### src/inc/spg_pkg.sv
// Shared constants, register map and state type for the STOP-state power-gating block.
package spg_pkg;

  //////////////////////////////////////////////////////////////////////////////
  // Timing.
  localparam int CLOCK_PERIOD_NS = 100;
  // Reset default settle time, 2^15/fx with fx = 4 MHz, is 8.192 ms.
  localparam int SETTLE_RESET_NS = 8192000;
  localparam int SETTLE_RESET_CYCLES = (SETTLE_RESET_NS + CLOCK_PERIOD_NS - 1) / CLOCK_PERIOD_NS;
  localparam int SETTLE_W = 20;

  //////////////////////////////////////////////////////////////////////////////
  // Register map and bus answers.
  localparam int ADDR_W = 8;
  localparam logic [7:0] OFS_SELECT = 8'h00;
  localparam logic [7:0] OFS_CONTROL = 8'h04;
  localparam logic [7:0] OFS_SETTLE = 8'h08;
  localparam logic [7:0] OFS_CONFIG = 8'h0C;
  localparam logic [7:0] OFS_STATUS = 8'h10;
  localparam logic [2:0] REG_SELECT = 3'h0;
  localparam logic [2:0] REG_CONTROL = 3'h1;
  localparam logic [2:0] REG_SETTLE = 3'h2;
  localparam logic [2:0] REG_CONFIG = 3'h3;
  localparam logic [2:0] REG_STATUS = 3'h4;
  localparam logic [2:0] REG_NONE = 3'h7;
  localparam logic [1:0] RESP_OKAY = 2'h0;
  localparam logic [1:0] RESP_SLVERR = 2'h2;

  // Control register fields.
  localparam int CTL_HALT = 0;
  localparam int CTL_MASKABLE = 4;
  localparam int CTL_PIN_NMI = 5;
  localparam int CTL_WDT_NMI = 6;
  localparam logic [7:0] CONTROL_RESET = 8'h00;
  localparam logic [7:0] CONTROL_WMASK = 8'h70;
  localparam logic [0:0] SELECT_RESET = 1'h0;

  // Settle select: count = unit << select, select saturates at the maximum.
  localparam logic [2:0] SETTLE_SEL_RESET = 3'h2;
  localparam logic [2:0] SETTLE_SEL_MAX = 3'h4;

  // Configuration register fields (clock sources of the units that may survive).
  localparam int CFG_SUB_USED = 0;
  localparam int CFG_T16B_WATCH = 1;
  localparam int CFG_WATCH_SUB = 2;
  localparam int CFG_T8_PIN = 3;
  localparam int CFG_T8_T16B = 5;
  localparam int CFG_THB_SUB = 7;
  localparam int CFG_WDTB_SUB = 8;
  localparam int CFG_CSI_EXT = 9;
  localparam int CFG_UARTA_EXT = 11;
  localparam int CFG_RTO_T8 = 12;
  localparam int CFG_RTO_SEL = 13;
  localparam int CFG_W = 14;
  localparam logic [13:0] CONFIG_RESET = 14'h0000;

  //////////////////////////////////////////////////////////////////////////////
  // Unit run-enable indices.
  localparam int U_CPU = 0;
  localparam int U_PATCH = 1;
  localparam int U_INTC = 2;
  localparam int U_GENTMR = 3;
  localparam int U_T16A = 4;
  localparam int U_T16B = 5;
  localparam int U_T8A = 6;
  localparam int U_T8B = 7;
  localparam int U_THA = 8;
  localparam int U_THB = 9;
  localparam int U_WATCH = 10;
  localparam int U_WDTA = 11;
  localparam int U_WDTB = 12;
  localparam int U_CSIA = 13;
  localparam int U_CSIB = 14;
  localparam int U_SAU = 15;
  localparam int U_I2C = 16;
  localparam int U_UARTA = 17;
  localparam int U_UARTB = 18;
  localparam int U_RTO = 19;
  localparam int U_KEY = 20;
  localparam int U_ADC = 21;
  localparam int U_REG = 22;
  localparam int UNIT_W = 23;
  localparam logic [22:0] UNIT_RESET = 23'h000000;
  localparam logic [22:0] UNIT_ALL = 23'h7FFFFF;

  // Wake request vector layout.
  localparam int WK_PIN_NMI = 0;
  localparam int WK_WDT_NMI = 1;
  localparam int WK_EXT = 2;
  localparam int EXT_W = 7;
  localparam int WK_KEY = 9;
  localparam int WK_PERIPH = 10;
  localparam int PERIPH_W = 8;
  localparam int WAKE_W = 18;

  // Wake cause codes shown in status.
  localparam logic [1:0] CAUSE_RESET = 2'h0;
  localparam logic [1:0] CAUSE_PIN_NMI = 2'h1;
  localparam logic [1:0] CAUSE_WDT_NMI = 2'h2;
  localparam logic [1:0] CAUSE_MASKABLE = 2'h3;

  typedef enum logic [1:0] {
    SPG_RUN = 2'b00,
    SPG_STOP = 2'b01,
    SPG_SETTLE = 2'b10
  } spg_state_t;

endpackage

### src/spg_power_gating.sv
// STOP-state power sequencer with an AXI4-Lite register slave.
//
// The register addresses and the AXI4-Lite register port were chosen for this implementation.
`timescale 1ns/100ps
module spg_power_gating #(
  parameter int SETTLE_RESET_CYCLES_P = spg_pkg::SETTLE_RESET_CYCLES
) (
  input wire logic clock, // System clock, 10 MHz.
  input wire logic rst, // Synchronous reset, active high.
  input wire logic [spg_pkg::ADDR_W-1:0] s_axi_awaddr, // Write address.
  input wire logic s_axi_awvalid, // Write address valid.
  output logic s_axi_awready, // Write address ready.
  input wire logic [31:0] s_axi_wdata, // Write data.
  input wire logic [3:0] s_axi_wstrb, // Write byte strobes.
  input wire logic s_axi_wvalid, // Write data valid.
  output logic s_axi_wready, // Write data ready.
  output logic [1:0] s_axi_bresp, // Write response.
  output logic s_axi_bvalid, // Write response valid.
  input wire logic s_axi_bready, // Write response ready.
  input wire logic [spg_pkg::ADDR_W-1:0] s_axi_araddr, // Read address.
  input wire logic s_axi_arvalid, // Read address valid.
  output logic s_axi_arready, // Read address ready.
  output logic [31:0] s_axi_rdata, // Read data.
  output logic [1:0] s_axi_rresp, // Read response.
  output logic s_axi_rvalid, // Read data valid.
  input wire logic s_axi_rready, // Read data ready.
  input wire logic nmiPin, // Non-maskable request pin.
  input wire logic wdtNmi, // Second watchdog non-maskable request.
  input wire logic [spg_pkg::EXT_W-1:0] extIrq, // External request pins.
  input wire logic keyIrq, // Key interrupt request.
  input wire logic [spg_pkg::PERIPH_W-1:0] periphIrq, // Requests of survivable units.
  output logic [spg_pkg::UNIT_W-1:0] unitRun, // Clock enable for each unit.
  output logic mainOscEnable, // Main oscillator enable.
  output logic subOscEnable, // Subclock oscillator enable.
  output logic portHold, // Port pins hold their state.
  output logic dataRetain, // Internal data held, no updates.
  output logic rtoBufferLock // Realtime output buffers locked.
);
  import spg_pkg::*;

  localparam logic [SETTLE_W-1:0] SETTLE_RESET_COUNT = SETTLE_W'(SETTLE_RESET_CYCLES_P);
  localparam logic [SETTLE_W-1:0] SETTLE_UNIT = SETTLE_W'(SETTLE_RESET_CYCLES_P >> SETTLE_SEL_RESET);

  spg_state_t state;
  logic [SETTLE_W-1:0] settleCount;
  logic [0:0] selectReg;
  logic [7:0] controlReg;
  logic [2:0] settleSel;
  logic [CFG_W-1:0] configReg;
  logic [1:0] wakeCause;
  logic [ADDR_W-1:0] awAddrHeld;
  logic [31:0] wDataHeld;
  logic [3:0] wStrbHeld;
  logic awHeld;
  logic wHeld;
  logic doWrite;
  logic [2:0] wrId;
  logic [31:0] wrWord;
  logic [WAKE_W-1:0] wakeSync;
  logic [UNIT_W-1:0] survive;
  logic [UNIT_W-1:0] next_unitRun;
  logic [PERIPH_W-1:0] periphAlive;
  logic pinNmiWake;
  logic wdtNmiWake;
  logic maskWake;
  logic enterStop;

  //////////////////////////////////////////////////////////////////////////////
  // Decoding shared by the read and the write path.
  function automatic logic [2:0] decodeReg(input logic [ADDR_W-1:0] addr);
    if (addr == OFS_SELECT) begin
      return REG_SELECT;
    end else if (addr == OFS_CONTROL) begin
      return REG_CONTROL;
    end else if (addr == OFS_SETTLE) begin
      return REG_SETTLE;
    end else if (addr == OFS_CONFIG) begin
      return REG_CONFIG;
    end else if (addr == OFS_STATUS) begin
      return REG_STATUS;
    end else begin
      return REG_NONE;
    end
  endfunction

  function automatic logic [31:0] mergeStrb(input logic [31:0] old, input logic [31:0] data,
                                            input logic [3:0] strb);
    logic [31:0] res;
    res = old;
    for (int b = 0; b < 4; b++) begin
      if (strb[b]) begin
        res[8*b +: 8] = data[8*b +: 8];
      end
    end
    return res;
  endfunction

  function automatic logic [31:0] readWord(input logic [2:0] id, input logic [0:0] sel,
                                           input logic [7:0] ctl, input logic [2:0] sts,
                                           input logic [CFG_W-1:0] cfg, input spg_state_t st,
                                           input logic [1:0] cause);
    logic [31:0] res;
    res = 32'h00000000;
    case (id)
      REG_SELECT: begin
        res[0] = sel[0];
      end
      REG_CONTROL: begin
        // The halt request reads back as zero; it only acts on the write.
        res[7:0] = ctl & CONTROL_WMASK;
      end
      REG_SETTLE: begin
        res[2:0] = sts;
      end
      REG_CONFIG: begin
        res[CFG_W-1:0] = cfg;
      end
      REG_STATUS: begin
        res[1:0] = st;
        res[3:2] = cause;
      end
      default: begin
        res = 32'h00000000;
      end
    endcase
    return res;
  endfunction

  //////////////////////////////////////////////////////////////////////////////
  // Wake inputs come from pins and other clock domains.
  spg_pin_sync #(
    .WIDTH(WAKE_W)
  ) uSync (
    .clock(clock),
    .rst(rst),
    .pinIn({periphIrq, keyIrq, extIrq, wdtNmi, nmiPin}),
    .syncOut(wakeSync)
  );

  //////////////////////////////////////////////////////////////////////////////
  // Which units keep their clock while the main oscillator is off.
  always_comb begin
    logic sub;
    logic t16b;
    logic [1:0] t8;
    t8 = 2'b00;
    sub = configReg[CFG_SUB_USED];
    t16b = sub & configReg[CFG_T16B_WATCH] & configReg[CFG_WATCH_SUB];
    for (int n = 0; n < 2; n++) begin
      t8[n] = configReg[CFG_T8_PIN + n] | (sub & configReg[CFG_T8_T16B + n] & t16b);
    end
    survive = UNIT_RESET;
    survive[U_T16B] = t16b;
    survive[U_T8A] = t8[0];
    survive[U_T8B] = t8[1];
    survive[U_THB] = sub & configReg[CFG_THB_SUB];
    survive[U_WATCH] = sub & configReg[CFG_WATCH_SUB];
    survive[U_WDTB] = sub & configReg[CFG_WDTB_SUB];
    survive[U_CSIA] = configReg[CFG_CSI_EXT];
    survive[U_CSIB] = configReg[CFG_CSI_EXT + 1];
    survive[U_UARTA] = configReg[CFG_UARTA_EXT];
    survive[U_RTO] = configReg[CFG_RTO_T8] & t8[configReg[CFG_RTO_SEL]];
    survive[U_KEY] = 1'b1;
    // The converter is never clocked in STOP; software must have stopped it first.
    survive[U_ADC] = 1'b0;
  end

  always_comb begin
    next_unitRun = (state == SPG_RUN) ? UNIT_ALL : survive;
  end

  // Only requests of units that are still clocked can wake the device.
  always_comb begin
    periphAlive[0] = survive[U_T16B];
    periphAlive[1] = survive[U_T8A];
    periphAlive[2] = survive[U_T8B];
    periphAlive[3] = survive[U_THB];
    periphAlive[4] = survive[U_WATCH];
    periphAlive[5] = survive[U_CSIA];
    periphAlive[6] = survive[U_CSIB];
    periphAlive[7] = survive[U_UARTA];
  end

  always_comb begin
    pinNmiWake = wakeSync[WK_PIN_NMI] & ~controlReg[CTL_PIN_NMI];
    wdtNmiWake = wakeSync[WK_WDT_NMI] & survive[U_WDTB] & ~controlReg[CTL_WDT_NMI];
    maskWake = ~controlReg[CTL_MASKABLE] & ((|wakeSync[WK_EXT +: EXT_W]) | wakeSync[WK_KEY] |
               (|(wakeSync[WK_PERIPH +: PERIPH_W] & periphAlive)));
  end

  //////////////////////////////////////////////////////////////////////////////
  // AXI4-Lite write path: address and data are taken in either order.
  always_comb begin
    doWrite = awHeld & wHeld & ~s_axi_bvalid;
    wrId = decodeReg(awAddrHeld);
    wrWord = mergeStrb(readWord(wrId, selectReg, controlReg, settleSel, configReg, state,
                                wakeCause), wDataHeld, wStrbHeld);
    enterStop = doWrite & (wrId == REG_CONTROL) & wStrbHeld[0] & wrWord[CTL_HALT] &
                selectReg[0] & (state == SPG_RUN);
  end

  always_ff @(posedge clock) begin
    if (rst) begin
      s_axi_awready <= 1'b0;
      awHeld <= 1'b0;
      awAddrHeld <= '0;
    end else if (s_axi_awvalid && s_axi_awready) begin
      s_axi_awready <= 1'b0;
      awHeld <= 1'b1;
      awAddrHeld <= s_axi_awaddr;
    end else if (doWrite) begin
      awHeld <= 1'b0;
    end else if (!awHeld && !s_axi_bvalid) begin
      s_axi_awready <= 1'b1;
    end
  end

  always_ff @(posedge clock) begin
    if (rst) begin
      s_axi_wready <= 1'b0;
      wHeld <= 1'b0;
      wDataHeld <= 32'h00000000;
      wStrbHeld <= 4'h0;
    end else if (s_axi_wvalid && s_axi_wready) begin
      s_axi_wready <= 1'b0;
      wHeld <= 1'b1;
      wDataHeld <= s_axi_wdata;
      wStrbHeld <= s_axi_wstrb;
    end else if (doWrite) begin
      wHeld <= 1'b0;
    end else if (!wHeld && !s_axi_bvalid) begin
      s_axi_wready <= 1'b1;
    end
  end

  always_ff @(posedge clock) begin
    if (rst) begin
      s_axi_bvalid <= 1'b0;
      s_axi_bresp <= RESP_OKAY;
    end else if (doWrite) begin
      s_axi_bvalid <= 1'b1;
      s_axi_bresp <= (wrId == REG_NONE) ? RESP_SLVERR : RESP_OKAY;
    end else if (s_axi_bready) begin
      s_axi_bvalid <= 1'b0;
    end
  end

  // Register contents are only reset by rst, never by STOP entry or exit.
  always_ff @(posedge clock) begin
    if (rst) begin
      selectReg <= SELECT_RESET;
      controlReg <= CONTROL_RESET;
      settleSel <= SETTLE_SEL_RESET;
      configReg <= CONFIG_RESET;
    end else if (doWrite) begin
      if (wrId == REG_SELECT) begin
        selectReg <= wrWord[0:0];
      end else if (wrId == REG_CONTROL) begin
        controlReg <= wrWord[7:0] & CONTROL_WMASK;
      end else if (wrId == REG_SETTLE) begin
        settleSel <= (wrWord[2:0] > SETTLE_SEL_MAX) ? SETTLE_SEL_MAX : wrWord[2:0];
      end else if (wrId == REG_CONFIG) begin
        configReg <= wrWord[CFG_W-1:0];
      end
    end
  end

  //////////////////////////////////////////////////////////////////////////////
  // AXI4-Lite read path: data is captured with the address.
  always_ff @(posedge clock) begin
    if (rst) begin
      s_axi_arready <= 1'b0;
      s_axi_rvalid <= 1'b0;
      s_axi_rdata <= 32'h00000000;
      s_axi_rresp <= RESP_OKAY;
    end else if (s_axi_arvalid && s_axi_arready) begin
      s_axi_arready <= 1'b0;
      s_axi_rvalid <= 1'b1;
      s_axi_rdata <= readWord(decodeReg(s_axi_araddr), selectReg, controlReg, settleSel,
                              configReg, state, wakeCause);
      s_axi_rresp <= (decodeReg(s_axi_araddr) == REG_NONE) ? RESP_SLVERR : RESP_OKAY;
    end else if (s_axi_rvalid && s_axi_rready) begin
      s_axi_rvalid <= 1'b0;
    end else if (!s_axi_rvalid) begin
      s_axi_arready <= 1'b1;
    end
  end

  //////////////////////////////////////////////////////////////////////////////
  // Power state sequencing.
  always_ff @(posedge clock) begin
    if (rst) begin
      state <= SPG_SETTLE;
      settleCount <= SETTLE_RESET_COUNT;
      wakeCause <= CAUSE_RESET;
    end else begin
      case (state)
        SPG_RUN: begin
          if (enterStop) begin
            state <= SPG_STOP;
          end
        end
        SPG_STOP: begin
          // A request level is enough; it stays pending for the CPU after wake.
          if (pinNmiWake || wdtNmiWake || maskWake) begin
            state <= SPG_SETTLE;
            settleCount <= SETTLE_UNIT << settleSel;
            wakeCause <= pinNmiWake ? CAUSE_PIN_NMI :
                         (wdtNmiWake ? CAUSE_WDT_NMI : CAUSE_MASKABLE);
          end
        end
        SPG_SETTLE: begin
          if (settleCount <= SETTLE_W'(1)) begin
            state <= SPG_RUN;
            settleCount <= '0;
          end else begin
            settleCount <= settleCount - SETTLE_W'(1);
          end
        end
        default: begin
          state <= SPG_SETTLE;
          settleCount <= SETTLE_RESET_COUNT;
        end
      endcase
    end
  end

  //////////////////////////////////////////////////////////////////////////////
  // Registered gating outputs; they lag the state by one cycle.
  always_ff @(posedge clock) begin
    if (rst) begin
      unitRun <= UNIT_RESET;
      mainOscEnable <= 1'b1;
      subOscEnable <= 1'b1;
      portHold <= 1'b0;
      dataRetain <= 1'b0;
      rtoBufferLock <= 1'b0;
    end else begin
      unitRun <= next_unitRun;
      mainOscEnable <= (state != SPG_STOP);
      subOscEnable <= (state != SPG_STOP) | configReg[CFG_SUB_USED];
      portHold <= (state != SPG_RUN);
      dataRetain <= (state != SPG_RUN);
      rtoBufferLock <= (state != SPG_RUN);
    end
  end

endmodule

### src/spg_pin_sync.sv
// Three-stage input synchroniser that passes a bit once its last two stages agree.
`timescale 1ns/100ps
module spg_pin_sync #(
  parameter int WIDTH = 1
) (
  input wire logic clock, // System clock.
  input wire logic rst, // Synchronous reset, active high.
  input wire logic [WIDTH-1:0] pinIn, // Asynchronous inputs.
  output logic [WIDTH-1:0] syncOut // Filtered, synchronised inputs.
);

  logic [WIDTH-1:0] stageA;
  logic [WIDTH-1:0] stageB;
  logic [WIDTH-1:0] stageC;

  genvar i;
  generate
    for (i = 0; i < WIDTH; i++) begin : gBit
      // Stage A feeds only stage B, so a metastable value never reaches any logic.
      always_ff @(posedge clock) begin
        if (rst) begin
          stageA[i] <= 1'b0;
          stageB[i] <= 1'b0;
          stageC[i] <= 1'b0;
          syncOut[i] <= 1'b0;
        end else begin
          stageA[i] <= pinIn[i];
          stageB[i] <= stageA[i];
          stageC[i] <= stageB[i];
          if (stageB[i] == stageC[i]) begin
            syncOut[i] <= stageC[i];
          end
        end
      end
    end
  endgenerate

endmodule

### config.mk
export PLATFORM = sky130hd
export DESIGN_NAME = spg_power_gating
export DESIGN_NICKNAME = d
export VERILOG_FILES = /design/src/inc/spg_pkg.sv /design/src/spg_power_gating.sv /design/src/spg_pin_sync.sv
export SDC_FILE = /design/constraint.sdc
export NUM_CORES = 1
export LEC_CHECK = 0
export ABC_AREA = 1
export BUFFER_PORTS_ARGS = -buffer_cell sky130_fd_sc_hd__buf_2
export CAP_MARGIN = 20
export CORE_MARGIN = 4
export CORE_UTILIZATION = 54
export CTS_CLUSTER_SIZE = 24
export DETAILED_ROUTE_END_ITERATION = 16
export PLACE_DENSITY_LB_ADDON = 0.2
export SETUP_SLACK_MARGIN = 0.3
export SLEW_MARGIN = 20
export SYNTH_ARGS = -nofsm -noshare
export SYNTH_HDL_FRONTEND = slang
export SYNTH_SLANG_ARGS = --single-unit
### constraint.sdc
create_clock -name clock -period 2 [get_ports clock]
set_clock_uncertainty 0.1 [all_clocks]
set_input_delay 0.2 -clock clock [delete_from_list [all_inputs] [get_ports clock]]
set_output_delay 0.2 -clock clock [all_outputs]
set_load 0.005 [all_outputs]
==> results.txt <==
----------------------------------------------------
[STA]
  Final hold violations ... 0
  RSZ-0062 raised after global routing ... true
  Max_slew headroom ... 64.5%
  Final period utilization ... 89.1%
  Highest achievable clock rate ... about 0.56 GHz
  Slew at the pin with the worst max-slew slack ... between 0.5 and 0.6 ns
  Shortest period the worst path allows ... between 1.5 and 2 ns
  Sum Neg Setup Slack ... 0 ns
  Final setup violation count ... 0
  Pins over their slew limit ... 0

[Synthesis]
  Sequential fraction of the synthesis area ... around 48%
  Post-synthesis sequential element count ... roughly 180
  Number of unique standard cell types used by synthesis ... 36
  Syn Std Cell Area ... 7460 µm²
  Per-instance average area after synthesis ... ~7.3 µm²
  Synthesized instance count ... ~1000
  Number of warning messages in the yosys log ... 0

[Power]
  Power per Cell Area ... a little over 1000 nW/µm²
  Combinational fraction of design power ... between 20% and 30%
  Switching power ... between 3 and 4 mW
  Internal Power ... about 6.7 mW
  Sequential cell fraction of total power ... between 40% and 50%
  Sw Ratio ... 32.4%
  IR drop worst, VDD ... 0.727 mV
  Clock network power share ... between 30 and 40%
  Leakage ... ~4.4 nW

[Status]
  Outcome ... completed

[Drt]
  Routed WL ... ~19000 µm
  Routed wire per std cell ... about 14 µm
  Via Count ... ~7000
  Number of violations reported at the end of detailed-routing iteration 0 ... 552
  DR pass1 iterations ... 5
  Drt drc ... 0
  Vias per inst ... between 5 and 6
  Remaining antenna violation count ... 0

[Setup path]
  Arrival time of data at the critical path endpoint ... 2.04 ns
  FF-to-FF Start ... settleCount[2]
  Data required time at the worst endpoint ... roughly 2.3 ns
  CP Launch Point ... settleCount[2]
  Max FO, Critical Path ... 5
  Critical path startpoint category ... flip-flop
  Nature of the critical path endpoint ... flip-flop
  Crit Path Category ... reg2reg

[Floorplanning]
  Placeable Area ... roughly 13000 µm²
  Die X-Extent ... approximately 130 µm
  Overall die area ... around 16000 µm²
  Std-Cell Rows ... 42
  Ports ... approximately 150
  Starting Density ... a little under three fifths
  Overall die height ... approximately 130 µm

[Clocking]
  Number of sinks handled by clock tree synthesis ... approximately 180
  Clock buffer count from CTS ... 17
  Maximum buffer depth of the clock tree ... 2
  Clock latency of the later-clocked register in the worst-skew pair ... roughly 0.43 ns
  CTS clk-pin slew, worst paths ... 0.07 ns
  CTS tree ... built
  CTS root buf ... sky130_fd_sc_hd__clkbuf_16
  H-tree depth ... 4

[GRT]
  Via count of the first global-routing pass ... 6190
  Final global-route overflow total ... 0
  Gr usage total ... between 20% and 30%
  First-pass GRT wire length ... approximately 29000 µm
  Pin count of the biggest net entering global routing ... 102
  Initial antenna violation count ... 0

[Min path]
  Type of the tightest min-delay check ... in2reg
  Source of the worst hold timing path ... s_axi_araddr[3]

[Placement]
  HPWL after detailed placement ... 12100 µm
  Placed cells ... roughly 1300
  IO buf count ... 105
  Final RePlAce weighted congestion ... between 0.9 and 1

[Cells and area]
  Layout fillers ... about 1100
  Ant. Diodes ... 0
  Final Net Count ... between 1000 and 1500
  Area added between synthesis and finish ... 28.5%
  Highest-count cells in the layout ignoring fill and taps ... 167 x sky130_fd_sc_hd__nor2_1, 167 x sky130_fd_sc_hd__dfxtp_1, 139 x sky130_fd_sc_hd__nand2_1
  Layout cell share with drive strength beyond 1 ... between 20% and 30%
  Post-Layout Cell Count ... 1377

[Flow run]
  Max-Cap Viols ... 0

----------------------------------------------------
what timing repair did:
item / CTS / global route
endpoints found under the hold margin: 44 / 0
pin swaps: 7 / 18
endpoints found under the setup margin: 31 / 47
gates resized for setup: 35 / 80
hold buffers: 44 / 0
setup buffers: 4 / 12
gates cloned: 3 / 1
per-layer routing:
| metal | up-vias | GRT usage [%] | part of all wire (%) |
|---|---|---|---|
| met5 | - | 0 | 0 |
| met4 | 0 | 6.82 | 1.6 |
| met2 | 224 | 38.8 | 51 |
| met3 | 31 | 4.82 | 6.2 |
| met1 | 3200 | 28.2 | 41 |
| li1 | 3537 | - | - |
critical path, cell delays in order, from the launching register on:
cell and delay [ns]:
sky130_fd_sc_hd__dfxtp_1 0.35, sky130_fd_sc_hd__nor2_1 0.12, sky130_fd_sc_hd__nand2_1 0.17, sky130_fd_sc_hd__nor2_2 0.29, sky130_fd_sc_hd__nand2_1 0.09, sky130_fd_sc_hd__nand2_1 0.06
sky130_fd_sc_hd__nand2_1 0.04, sky130_fd_sc_hd__nor2_1 0.09, sky130_fd_sc_hd__nand2_1 0.06, sky130_fd_sc_hd__nor2_1 0.12, sky130_fd_sc_hd__nand3_2 0.08, sky130_fd_sc_hd__a21oi_2 0.13
final timing paths:
check	to	slack (ns)	cells after the start
setup / recovery	settleCount[9]	0.22	11
hold / removal	s_axi_rdata[6]	0.14	5
setup reg to reg	settleCount[9]	0.22	11
hold reg to reg	uSync.stageB[2]	0.30	2
power by group through the flow:
stage	clock (mW)	sequential, mW	combinational [mW]
global route	3.39	4.07	2.90
finish	3.20	4.04	2.61
floorplan	0	4.07	1.64
global placement	0	4.09	2.10
CTS	3.24	4.02	2.36
detailed placement	0	4.09	2.14
registers in the layout, indices dropped and copies added, names as in the netlist, 8 cells and up:
| register | count |
|---|---|
| unitRun | 12 |
| awAddrHeld | 8 |
| configReg | 14 |
| uSync.syncOut | 18 |
| uSync.stageB | 18 |
| wDataHeld | 14 |
| settleCount | 20 |
| s_axi_rdata | 14 |
| uSync.stageA | 18 |
| uSync.stageC | 18 |
cell type report:
cell class,instances,area (µm²),area share (%)
multi-input cells,665,3330,34.7
flip-flops and latches,179,3600,37.6
well taps,176,220,2.30
clock buffers,20,447,4.66
repair buffers,193,1360,14.2
clock inverters,12,119,1.24
inverters,132,508,5.30
cells by family after synthesis:
family / share of synthesized area, %
AO/OA/AOI/OAI: 13.9
XOR/XNOR: 0.939
adder cells (fa/ha/maj): 0.839
buffers and inverters: 12.3
flip-flops: 48.0
other: 0.0503
AND/OR/NAND/NOR: 24.0
Yosys cell counts (all sizes together):
| cell | number | area share [%] |
|---|---|---|
| clkbuf | 28 | 1.4 |
| dfxtp | 179 | 48 |
| o2111ai | 2 | 0.23 |
| buf | 43 | 4.3 |
| nor3 | 11 | 0.74 |
| a21oi | 87 | 5.8 |
| xnor2 | 1 | 0.12 |
| nand3 | 58 | 4.1 |
| o211ai | 7 | 0.70 |
| inv | 129 | 6.5 |
| nor4 | 3 | 0.25 |
| conb | 1 | 0.050 |
| o21bai | 2 | 0.25 |
| nand4 | 11 | 0.92 |
| ha | 5 | 0.84 |
| nor2 | 191 | 9.7 |
| a211oi | 3 | 0.30 |
| a31oi | 1 | 0.084 |
| o21ai | 92 | 6.2 |
| clkinv | 3 | 0.15 |
| or2 | 2 | 0.17 |
| xor2 | 7 | 0.82 |
| o2bb2ai | 1 | 0.12 |
| nand2 | 156 | 8.0 |
| o22ai | 2 | 0.17 |
per-stage QoR:
stage / hold slack [ns] / area [µm²] / power, mW / worst slack (ns) / utilization [%]
global placement: 0.289 / 8090 / 6.18 / 0.106 / 60.4
floorplan: 0.207 / 7530 / 5.71 / 0.304 / -
detailed placement: 0.295 / 8090 / 6.23 / 0.0862 / 60.4
global route: 0.162 / 9580 / 10.4 / 0.0852 / 71.5
finish: 0.140 / 9580 / 9.85 / 0.217 / 71.5
CTS: 0.115 / 9250 / 9.62 / 0.266 / 69.0
No activity file was read; power rests on OpenSTA's default activity.
